--- src/design/lmbm_pkg.sv ---
package lmbm_pkg;

   localparam int   DATA_W = 32;
   localparam int   LANES  = 4;

   // Access size codes presented by the core with each data request
   localparam logic [1:0] SIZE_BYTE = 2'h0;
   localparam logic [1:0] SIZE_HALF = 2'h1;
   localparam logic [1:0] SIZE_WORD = 2'h2;

   // Lane-select patterns, leftmost bit is the most significant byte lane
   localparam logic [0:3] LANE_NONE    = 4'h0;
   localparam logic [0:3] LANE_BYTE0   = 4'h8;
   localparam logic [0:3] LANE_HI_HALF = 4'hC;
   localparam logic [0:3] LANE_LO_HALF = 4'h3;
   localparam logic [0:3] LANE_WORD    = 4'hF;

   localparam logic [0:31] WORD_ZERO = 32'h0000_0000;
   localparam logic [0:15] HALF_ZERO = 16'h0000;
   localparam logic [0:23] BYTE_PAD  = 24'h00_0000;

   typedef enum logic {CH_IDLE, CH_BUSY} lmbm_chan_state_type;

endpackage

--- src/design/lmbm_chan.sv ---
`timescale 1ns/100ps
`default_nettype none
module lmbm_chan
   import lmbm_pkg::*;
#(
   parameter bit CAN_WRITE = 1'b1
)
(
   input  wire logic clk,
   input  wire logic rst_b,
   input  wire logic cmd_valid,
   input  wire logic cmd_write,
   input  wire logic mem_ready,
   output logic      take,
   output logic      fin,
   output logic      strobe_r,
   output logic      rd_prog_r,
   output logic      wr_prog_r,
   output logic      taken_r,
   output logic      done_r,
   output logic      done_write_r
);

   lmbm_chan_state_type state_r;
   lmbm_chan_state_type state_nxt;
   logic                cur_write_r;
   logic                is_write;
   logic                rd_nxt;
   logic                wr_nxt;

   // Ready only counts while a transfer is outstanding
   assign fin      = (state_r == CH_BUSY) && mem_ready;                            // RL15
   // New transfer only when idle or at the edge that retires the current one
   assign take     = cmd_valid && ((state_r == CH_IDLE) || mem_ready);             // RL17
   assign is_write = CAN_WRITE && cmd_write;

   always_comb
   begin
      state_nxt = state_r;
      case (state_r)
         CH_IDLE:
         begin
            if (take)
               state_nxt = CH_BUSY;
         end
         CH_BUSY:
         begin
            if (fin && !take)
               state_nxt = CH_IDLE;
         end
         default:
            state_nxt = CH_IDLE;
      endcase
   end

   // In-progress drops after ready unless a same-kind transfer starts right then
   assign rd_nxt = take ? !is_write : (fin ? 1'b0 : rd_prog_r);                   // RL8 RL9
   assign wr_nxt = take ? is_write : (fin ? 1'b0 : wr_prog_r);                    // RL13

   always_ff @(posedge clk or negedge rst_b)
   begin
      if (!rst_b)
      begin
         state_r      <= CH_IDLE;
         strobe_r     <= 1'b0;                                                     // RL16
         rd_prog_r    <= 1'b0;
         wr_prog_r    <= 1'b0;
         taken_r      <= 1'b0;
         done_r       <= 1'b0;
         done_write_r <= 1'b0;
         cur_write_r  <= 1'b0;
      end
      else
      begin
         state_r      <= state_nxt;
         strobe_r     <= take;                                                     // RL7
         rd_prog_r    <= rd_nxt;
         wr_prog_r    <= wr_nxt;
         taken_r      <= take;
         done_r       <= fin;
         done_write_r <= fin && cur_write_r;
         if (take)
            cur_write_r <= is_write;
      end
   end

endmodule
`default_nettype wire

--- src/design/lmbm_master.sv ---
`timescale 1ns/100ps
`default_nettype none
// Summary of operation
// [RL1] Every bus signal in both directions is active high.
// [RL2] The address is driven with the transfer strobe and is only guaranteed in that first cycle.
// [RL3] Four lane selects mark valid byte lanes, qualified by the strobe in the first cycle.
// [RL4] Lane selects only take 0000, 0001, 0010, 0100, 1000, 0011, 1100 or 1111, leftmost is MSB lane.
// [RL5] Write data is valid from the strobe until the cycle after ready is sampled high.
// [RL6] The memory writes only the byte lanes that are selected.
// [RL7] The transfer strobe is high for exactly the first cycle of each transfer.
// [RL8] Read-in-progress rises in a read's first cycle and falls in the cycle after ready.
// [RL9] A read starting right after ready keeps read-in-progress high without a gap.
// [RL10] The memory is expected to complete an access within one clock cycle; the bench memory holds ready low for up to 3 cycles and the master waits.
// [RL11] The fetch side is read-only with address, strobe, fetch-in-progress, data and ready.
// [RL12] Data side and fetch side each have their own ready input from memory.
// [RL13] Write-in-progress behaves like read-in-progress for writes, gapless on back-to-back.
// [RL14] Ready high means read data is valid at that edge or write data has been stored.
// [RL15] All bus activity is synchronous to the core clock, ready sampled on its rising edge.
// [RL16] During reset the strobes and in-progress outputs are held low.
// [RL17] No new transfer starts until ready has been sampled high for the current one.
module lmbm_master
   import lmbm_pkg::*;
#(
   parameter int ADDR_W = 32
)
(
   input  wire logic              core_clk,
   input  wire logic              rst_b,
   // Core data requests
   input  wire logic              dcmd_valid,
   input  wire logic              dcmd_write,
   input  wire logic [1:0]        dcmd_size,
   input  wire logic [0:ADDR_W-1] dcmd_addr,
   input  wire logic [0:31]       dcmd_wdata,
   output logic                   dcmd_taken_r,
   output logic                   drsp_valid_r,
   output logic                   drsp_write_r,
   output logic [0:31]            drsp_rdata_r,
   // Core fetch requests
   input  wire logic              fcmd_valid,
   input  wire logic [0:ADDR_W-1] fcmd_addr,
   output logic                   fcmd_taken_r,
   output logic                   frsp_valid_r,
   output logic [0:31]            frsp_instr_r,
   // Data-side local bus
   output logic [0:ADDR_W-1]      data_addr_r,
   output logic [0:3]             lane_sel_r,
   output logic [0:31]            data_write_r,
   output logic                   data_transfer_strobe_r,
   output logic                   read_strobe_r,
   output logic                   write_strobe_r,
   input  wire logic [0:31]       data_read,
   input  wire logic              data_side_ready,
   // Instruction-side local bus
   output logic [0:ADDR_W-1]      instr_addr_r,
   output logic                   fetch_transfer_strobe_r,
   output logic                   fetch_in_progress_r,
   input  wire logic [0:31]       instr,
   input  wire logic              fetch_side_ready
);

   if (ADDR_W < 2)
   begin : g_bad_width
      $error("ADDR_W must cover the two byte-offset bits");
   end

   logic           rst_meta_r;
   logic           rst_sync_r;
   logic           d_take;
   logic           d_fin;
   logic           f_take;
   logic           f_fin;
   logic           d_done;
   logic           d_done_wr;
   logic           f_done;
   logic [1:0]     d_off;
   logic [0:3]     lane_nxt;
   logic [0:31]    wdata_nxt;
   logic [1:0]     rd_size_r;
   logic [1:0]     rd_off_r;
   logic [0:7]     rd_byte;
   logic [0:15]    rd_half;
   logic [0:31]    rdata_steered;
   logic [0:31]    rd_capture_r;
   logic [0:31]    instr_capture_r;

   // Reset asserts at once, releases two edges later so no flop sees a ragged release
   always_ff @(posedge core_clk or negedge rst_b)
   begin
      if (!rst_b)
      begin
         rst_meta_r <= 1'b0;
         rst_sync_r <= 1'b0;
      end
      else
      begin
         rst_meta_r <= 1'b1;
         rst_sync_r <= rst_meta_r;
      end
   end

   // Ready comes from memory logic on this clock, so it is used unsynchronised
   lmbm_chan #(
      .CAN_WRITE (1'b1)
   ) u_data_chan (
      .clk          (core_clk),
      .rst_b        (rst_sync_r),
      .cmd_valid    (dcmd_valid),
      .cmd_write    (dcmd_write),
      .mem_ready    (data_side_ready),                                           // RL12
      .take         (d_take),
      .fin          (d_fin),
      .strobe_r     (data_transfer_strobe_r),                                    // RL1
      .rd_prog_r    (read_strobe_r),
      .wr_prog_r    (write_strobe_r),
      .taken_r      (dcmd_taken_r),
      .done_r       (d_done),
      .done_write_r (d_done_wr)
   );

   // Fetch side never writes, so its write-in-progress is left unconnected
   lmbm_chan #(
      .CAN_WRITE (1'b0)
   ) u_fetch_chan (
      .clk          (core_clk),
      .rst_b        (rst_sync_r),
      .cmd_valid    (fcmd_valid),
      .cmd_write    (1'b0),                                                     // RL11
      .mem_ready    (fetch_side_ready),                                          // RL12
      .take         (f_take),
      .fin          (f_fin),
      .strobe_r     (fetch_transfer_strobe_r),
      .rd_prog_r    (fetch_in_progress_r),
      .wr_prog_r    (),
      .taken_r      (fcmd_taken_r),
      .done_r       (f_done),
      .done_write_r ()
   );

   assign d_off = dcmd_addr[ADDR_W-2:ADDR_W-1];

   // Misaligned offsets are folded down so only legal patterns reach the bus
   assign lane_nxt =
      (dcmd_size == SIZE_BYTE) ? (LANE_BYTE0 >> d_off) :
      (dcmd_size == SIZE_HALF) ? (d_off[1] ? LANE_LO_HALF : LANE_HI_HALF) :
      (dcmd_size == SIZE_WORD) ? LANE_WORD : LANE_NONE;                           // RL4

   // Narrow stores are replicated over all lanes; lane selects pick the real one
   assign wdata_nxt =
      (dcmd_size == SIZE_BYTE) ? {4{dcmd_wdata[24:31]}} :
      (dcmd_size == SIZE_HALF) ? {2{dcmd_wdata[16:31]}} : dcmd_wdata;             // RL6

   // Load steering: selected byte or halfword moves to the low end, zero filled
   assign rd_byte = data_read[8*rd_off_r +: 8];
   assign rd_half = rd_off_r[1] ? data_read[16:31] : data_read[0:15];
   assign rdata_steered =
      (rd_size_r == SIZE_BYTE) ? {BYTE_PAD, rd_byte} :
      (rd_size_r == SIZE_HALF) ? {HALF_ZERO, rd_half} : data_read;

   // Address and lanes load only when a transfer starts and then simply hold
   always_ff @(posedge core_clk or negedge rst_sync_r)
   begin
      if (!rst_sync_r)
      begin
         data_addr_r <= '0;
         lane_sel_r  <= LANE_NONE;
         rd_size_r   <= SIZE_WORD;
         rd_off_r    <= 2'h0;
      end
      else if (d_take)
      begin
         data_addr_r <= dcmd_addr;                                               // RL2
         lane_sel_r  <= dcmd_write ? lane_nxt : LANE_WORD;                       // RL3
         rd_size_r   <= dcmd_size;
         rd_off_r    <= d_off;
      end
   end

   // Write data stays put through ready and is released only afterwards
   always_ff @(posedge core_clk or negedge rst_sync_r)
   begin
      if (!rst_sync_r)
         data_write_r <= WORD_ZERO;
      else if (d_take && dcmd_write)
         data_write_r <= wdata_nxt;                                              // RL5
      else if (d_fin)
         data_write_r <= WORD_ZERO;                                              // RL5
   end

   // Read data is only valid at the edge where ready is high
   always_ff @(posedge core_clk or negedge rst_sync_r)
   begin
      if (!rst_sync_r)
         rd_capture_r <= WORD_ZERO;
      else if (d_fin && read_strobe_r)
         rd_capture_r <= rdata_steered;                                          // RL14
   end

   always_ff @(posedge core_clk or negedge rst_sync_r)
   begin
      if (!rst_sync_r)
      begin
         drsp_valid_r <= 1'b0;
         drsp_write_r <= 1'b0;
         drsp_rdata_r <= WORD_ZERO;
      end
      else
      begin
         drsp_valid_r <= d_done;
         drsp_write_r <= d_done_wr;
         drsp_rdata_r <= rd_capture_r;
      end
   end

   always_ff @(posedge core_clk or negedge rst_sync_r)
   begin
      if (!rst_sync_r)
         instr_addr_r <= '0;
      else if (f_take)
         instr_addr_r <= fcmd_addr;                                              // RL2 RL11
   end

   always_ff @(posedge core_clk or negedge rst_sync_r)
   begin
      if (!rst_sync_r)
         instr_capture_r <= WORD_ZERO;
      else if (f_fin)
         instr_capture_r <= instr;                                               // RL14
   end

   // One extra stage keeps every core-side output on a flop
   always_ff @(posedge core_clk or negedge rst_sync_r)
   begin
      if (!rst_sync_r)
      begin
         frsp_valid_r <= 1'b0;
         frsp_instr_r <= WORD_ZERO;
      end
      else
      begin
         frsp_valid_r <= f_done;
         frsp_instr_r <= instr_capture_r;
      end
   end

endmodule
`default_nettype wire

--- config.mk ---
export PLATFORM = sky130hd
export DESIGN_NAME = lmbm_master
export DESIGN_NICKNAME = d
export VERILOG_FILES = /design/src/design/lmbm_pkg.sv /design/src/design/lmbm_chan.sv /design/src/design/lmbm_master.sv
export SDC_FILE = /design/constraint.sdc
export NUM_CORES = 1
export LEC_CHECK = 0
export BUFFER_PORTS_ARGS = -buffer_cell sky130_fd_sc_hd__buf_2
export CAP_MARGIN = 10
export CORE_UTILIZATION = 35
export CTS_CLUSTER_DIAMETER = 30
export DETAILED_ROUTE_END_ITERATION = 8
export HOLD_SLACK_MARGIN = 0.08
export PLACE_DENSITY = 0.66
export SYNTH_ARGS = -nofsm -noshare
export SYNTH_HDL_FRONTEND = slang
export SYNTH_SLANG_ARGS = --single-unit
--- constraint.sdc ---
create_clock -name core_clk -period 22.6 [get_ports core_clk]
set_input_delay 6.78 -clock core_clk [delete_from_list [all_inputs] [get_ports core_clk]]
set_output_delay 6.78 -clock core_clk [all_outputs]
set_load 0.01 [all_outputs]
Yosys cells after proc, flatten, opt, wreduce, memory -nomap -nowiden
Index checks and enable logic that the tools add are counted.

Register bits after elaboration: 248. Output and inout port bits: 174.

Equality and inequality tests: 3. Shift-type cells: 2. Mux-type cells: 23. Bitwise gates (word level): 3. Reduce and logical (&&, ||, !) cells: 19.

Operators with widths (number): 32-bit two-way mux (6); 5-bit NOT with 33-bit output (1); 32-bit by 33-bit indexed part select with 33-bit output (1); 4-bit two-way mux (5); 16-bit two-way mux (1); 1-bit logical AND (9); 1-bit two-way mux (9); 2-bit nonzero test (3); 2-bit by 1-bit == test with 1-bit output, second input constant (2); 2-bit logical NOT (2); 1-bit one-hot mux with 2 select lines (2); 4-bit by 2-bit right shift with 4-bit output, first input constant (1); 1-bit logical NOT (3); 2-bit == test, second input constant (1); 1-bit logical OR (2); 1-bit NOT (2).

Longest topological paths before layout
Word-level depth: 7. Gate-level depth with buffers: 8. Depth with buffers taken out: 5.

Modules after synthesis
A second synthesis with hierarchy kept.

Cells, all modules: 670. Area, all modules: 9213.8 µm².

By module, submodules not included: lmbm_master (instances 1, cells each 636, area an instance 8764.7 µm²); lmbm_chan at u_data_chan (instances 1, cells each 19, area an instance 277.8 µm²); lmbm_chan at u_fetch_chan (instances 1, cells each 15, area an instance 171.4 µm²).

Worst setup path before layout
Ideal clock, no wire load.

Path type: input-to-reg. Start: in data_side_ready. End: reg data_addr_r[10] in the netlist's numbering. Arrival: 7692 ps. Data required time: 22483 ps. Slack: 14791 ps. Cell stages on the path: 8. Path buffers: 3. Cells stage by stage: buf_2 -> nand2b_1 -> nand2_2 -> inv_2 -> buf_4 -> buf_2 -> nand2_1 -> nand2_1.

Longest elaborated chain between the ends: 2.

RTL lines: start, declared (line lmbm_master.sv:53) `input wire logic data_side_ready,`; 1-bit logical OR (line lmbm_chan.sv:34) `assign take = cmd_valid && ((state_r == CH_IDLE) || mem_ready);`; 1-bit logical AND (line lmbm_chan.sv:34); end signal, assigned (line lmbm_master.sv:172) `data_addr_r <= dcmd_addr;`; end, declared (line lmbm_master.sv:46) `output logic [0:ADDR_W-1] data_addr_r,`.

Every way passes these cells. A chain may end at the register's enable or synchronous reset.

Final worst setup path
Start: reg data_addr_r[30] in the netlist's numbering. End: out data_addr_r[30] in the netlist's numbering.

No word-level cell between the ends.

==> reports/summary.txt <==
Final Hold Fails - 0
Hold Crit Start - rst_meta_r$_DFF_PN0_
PwrDens - 114 nW/um2
Clock power share - 49.7%
Worst Hold Class - reg2reg
Total global routing track utilization - 17.9%
Vias - 7,055
Syn Std Cell Area - 9130 um2
Post-CTS setup buffers - 0
Switching Power - 0.000377 W
Switch share - 25.9%
Placed cell count - 1,385
Post-synthesis cell type count - 38
RSZ-0062 raised after global routing - false
Max Fclk - 123 MHz
Slew of the pin with the lowest slew margin - 958 ps
# setup viols final - 0
Total Wirelength - 24,400 um
CP required - 15,820 ps
Detail Placement HPWL - 17,000 um
Max Root-Sink Buffers - 3
CTS buffer count - 51
WHS Path Cells - 0
DRC violations left - 0
Clock tree from TritonCTS - built
Commonest non-fill, non-tap cells in the layout - 342 x buf_2, 244 x dfrtp_1, 184 x nand2_1, 56 x mux2_1, 51 x clkbuf_16
Flops & latches, synth - 246
Synth Flop Type - dfrtp_1
Reg-to-Reg End - rd_capture_r[29]$_DFFE_PN0P_
Post-synth top area cell - dfrtp_1
Number of gates resized after cts - 0
Worst path slowest cell - dfrtp_1
Final core utilization - 50.4%
Share of cells above drive strength 1 - 39.7%
Overall die height - 164 um
Slew margin rel. - 36.2%
Area share of the largest cell type after synthesis - 67.2%
Register share of total power - 38.0%
Status - finished clean
Fraction of registers with async set/reset - 100%
Cells after Synth - 749
Peak supply drop - 0.0637 mV
IO Count - 343
DRT iter0 DRCs - 440
Period Utilization, post-route - 36.1%
Cell family with most CP delay - flip-flops
Crit path DAT - 1370 ps
Area of the die - 26,700 um2
Commonest non-fill, non-tap cell in the layout - buf_2
EDFF count, synth - 0
FF-to-FF setup slack - 20,030 ps
Number of max-cap violations - 0
Net count after synthesis - 918
Syn avg cell area - 12.2 um2
Worst reg-to-reg path cell count - 4
CP cell instances - buf_2
IO buf count - 342
Crit Reg-Reg Startpoint - rd_size_r[1]$_DFFE_PN1P_
Std-Cell Rows - 58
Area Growth Syn to Fin - 40.1%
Vias in the first global route - 7,128
Comb pwr share - 12.3%
Slowest stage delay, CP - 630 ps
Via-to-Cell Ratio - 4.78
Largest net degree at the start of global routing - 75
Routed length per instance - 16.5 um
Sequential area share after synthesis - 67.4%
Root buffer cell - clkbuf_16
Clock-pin transition on the worst setup and hold timing paths - 50 ps
CP max FO - 12
CTS Hold Bufs - 0
Antenna diode count - 0
Crit. End Element - output port
Initial antenna violation count - 0
Finished Layout Cells - 1,476
Skew-Pair Late Insertion Delay - 540 ps
Total negative slack - 0 ps
Grt ovf - 0
Placed Area - 11,100 um2
Global-route wire length before repair - 37,600 um
YS warnings - 0
CP Buf/Inv Count - 1
Initial Utilization - 35.9%
Final Skew - 26.6 ps
Max Slew Vio Count - 0
Crit path launch type - register
Placeable Area - 25,400 um2
Clock sink count - 246
Final Net Count - 1,277
Finished Cell Area - 12,800 um2
Cell-internal power - 0.00108 W
Hold Path End - rst_sync_r$_DFF_PN0_
Synth top area cells - dfrtp_1 67%, nand2_1 7.6%, mux2_1 6.9%
GPL Wtd Cong - 0.775
Antenna Nets Post-Route - 0
H-tree depth - 2
Crit path time final - 8150 ps
Total leakage power - 6.60 nW
1st-pass router iterations - 5
Die W - 164 um
WS Path Type - reg2out
==> synth_stat cells (3+ instances only) <==
library cell,number
inv_1,3
nand2b_1,4
o21ai_1,35
mux2_4,4
buf_2,17
nand2_1,184
nor2b_1,5
nor2_1,26
mux2_2,10
clkbuf_1,16
nand3_1,34
a22oi_1,7
dfrtp_1,245
o21ai_0,3
a21oi_1,27
buf_1,4
buf_4,4
mux2_1,56
a22o_1,6
mux2i_1,36
==> logic make-up (layout without fill, tap and decap cells) <==
| family | Yosys count | after routing | share of synthesized area [%] |
|---|---|---|---|
| DFF | 246 | 246 | 67.4 |
| and+or+nand+nor | 262 | 262 | 11.8 |
| muxes | 106 | 106 | 12.7 |
| buffers and inverters | 48 | 445 | 2.54 |
| other | 1 | 1 | 0.0411 |
| AOI/OAI and AO/OA | 86 | 86 | 5.40 |
==> per-layer routing <==
layer	track usage [%]	share of wire, %	vias up
met1	22.6	41	3422
met2	29.2	48	343
met5	0	0	-
li1	-	-	3242
met4	6.48	2.2	0
met3	5.23	9.2	48
==> stage by stage <==
stage          hold WS [ps]  setup WS, ps  total power, W
2_1_floorplan           331         14790        0.000649
3_3_place_gp            331         13950        0.000736
3_5_place_dp            336         13930        0.000742
4_1_cts                 343         14430         0.00147
5_1_grt                 344         14350         0.00152
6_report                340         14450         0.00146
==> sequential cells by signal, summed over array words and instances, names as in the netlist, 2 cells and up <==
| register | cells |
|---|---|
| data_addr_r | 32 |
| data_write_r | 32 |
| drsp_rdata_r | 32 |
| frsp_instr_r | 32 |
| instr_addr_r | 32 |
| instr_capture_r | 32 |
| lane_sel_r | 4 |
| rd_capture_r | 32 |
| rd_size_r | 2 |
==> worst max-delay path by stage <==
stage | from | end | slack, ps | cells past startpoint
floorplan | data_side_ready | data_addr_r[10]$_DFFE_PN0P_ | 14790 | 8
CTS | data_addr_r[30]$_DFFE_PN0P_ | data_addr_r[30] | 14430 | 1
global route | data_side_ready | data_addr_r[29]$_DFFE_PN0P_ | 14350 | 6
global placement | data_side_ready | lane_sel_r[2]$_DFFE_PN0P_ | 13950 | 5
detailed placement | data_side_ready | lane_sel_r[2]$_DFFE_PN0P_ | 13930 | 5
finish | data_addr_r[30]$_DFFE_PN0P_ | data_addr_r[30] | 14450 | 1
==> power groups by stage <==
| stage | logic [W] | clock network, W | registers (W) |
|---|---|---|---|
| finish | 0.000179 | 0.000723 | 0.000554 |
| global route | 0.000199 | 0.000762 | 0.000563 |
| global placement | 0.000178 | 0 | 0.000558 |
| detailed placement | 0.000181 | 0 | 0.000560 |
| floorplan | 0.0000707 | 0 | 0.000579 |
| CTS | 0.000182 | 0.000737 | 0.000555 |
==> layout make-up <==
class | instances | area (um2)
Sequential cell | 246 | 6160
Clock buffer | 63 | 1370
Inverter | 5 | 18.8
Clock inverter | 28 | 324
Timing Repair Buffer | 349 | 1760
Fill cell | 2260 | 12600
Tap cell | 330 | 413
Multi-Input combinational cell | 455 | 2740
==> worst register-to-register path, delay by kind of cell (launching register included) <==
family,cells,cell delay [ps]
flops,1,890
simple gates,3,860
compound gates,1,680
No activity file was read; power rests on OpenSTA's default activity.
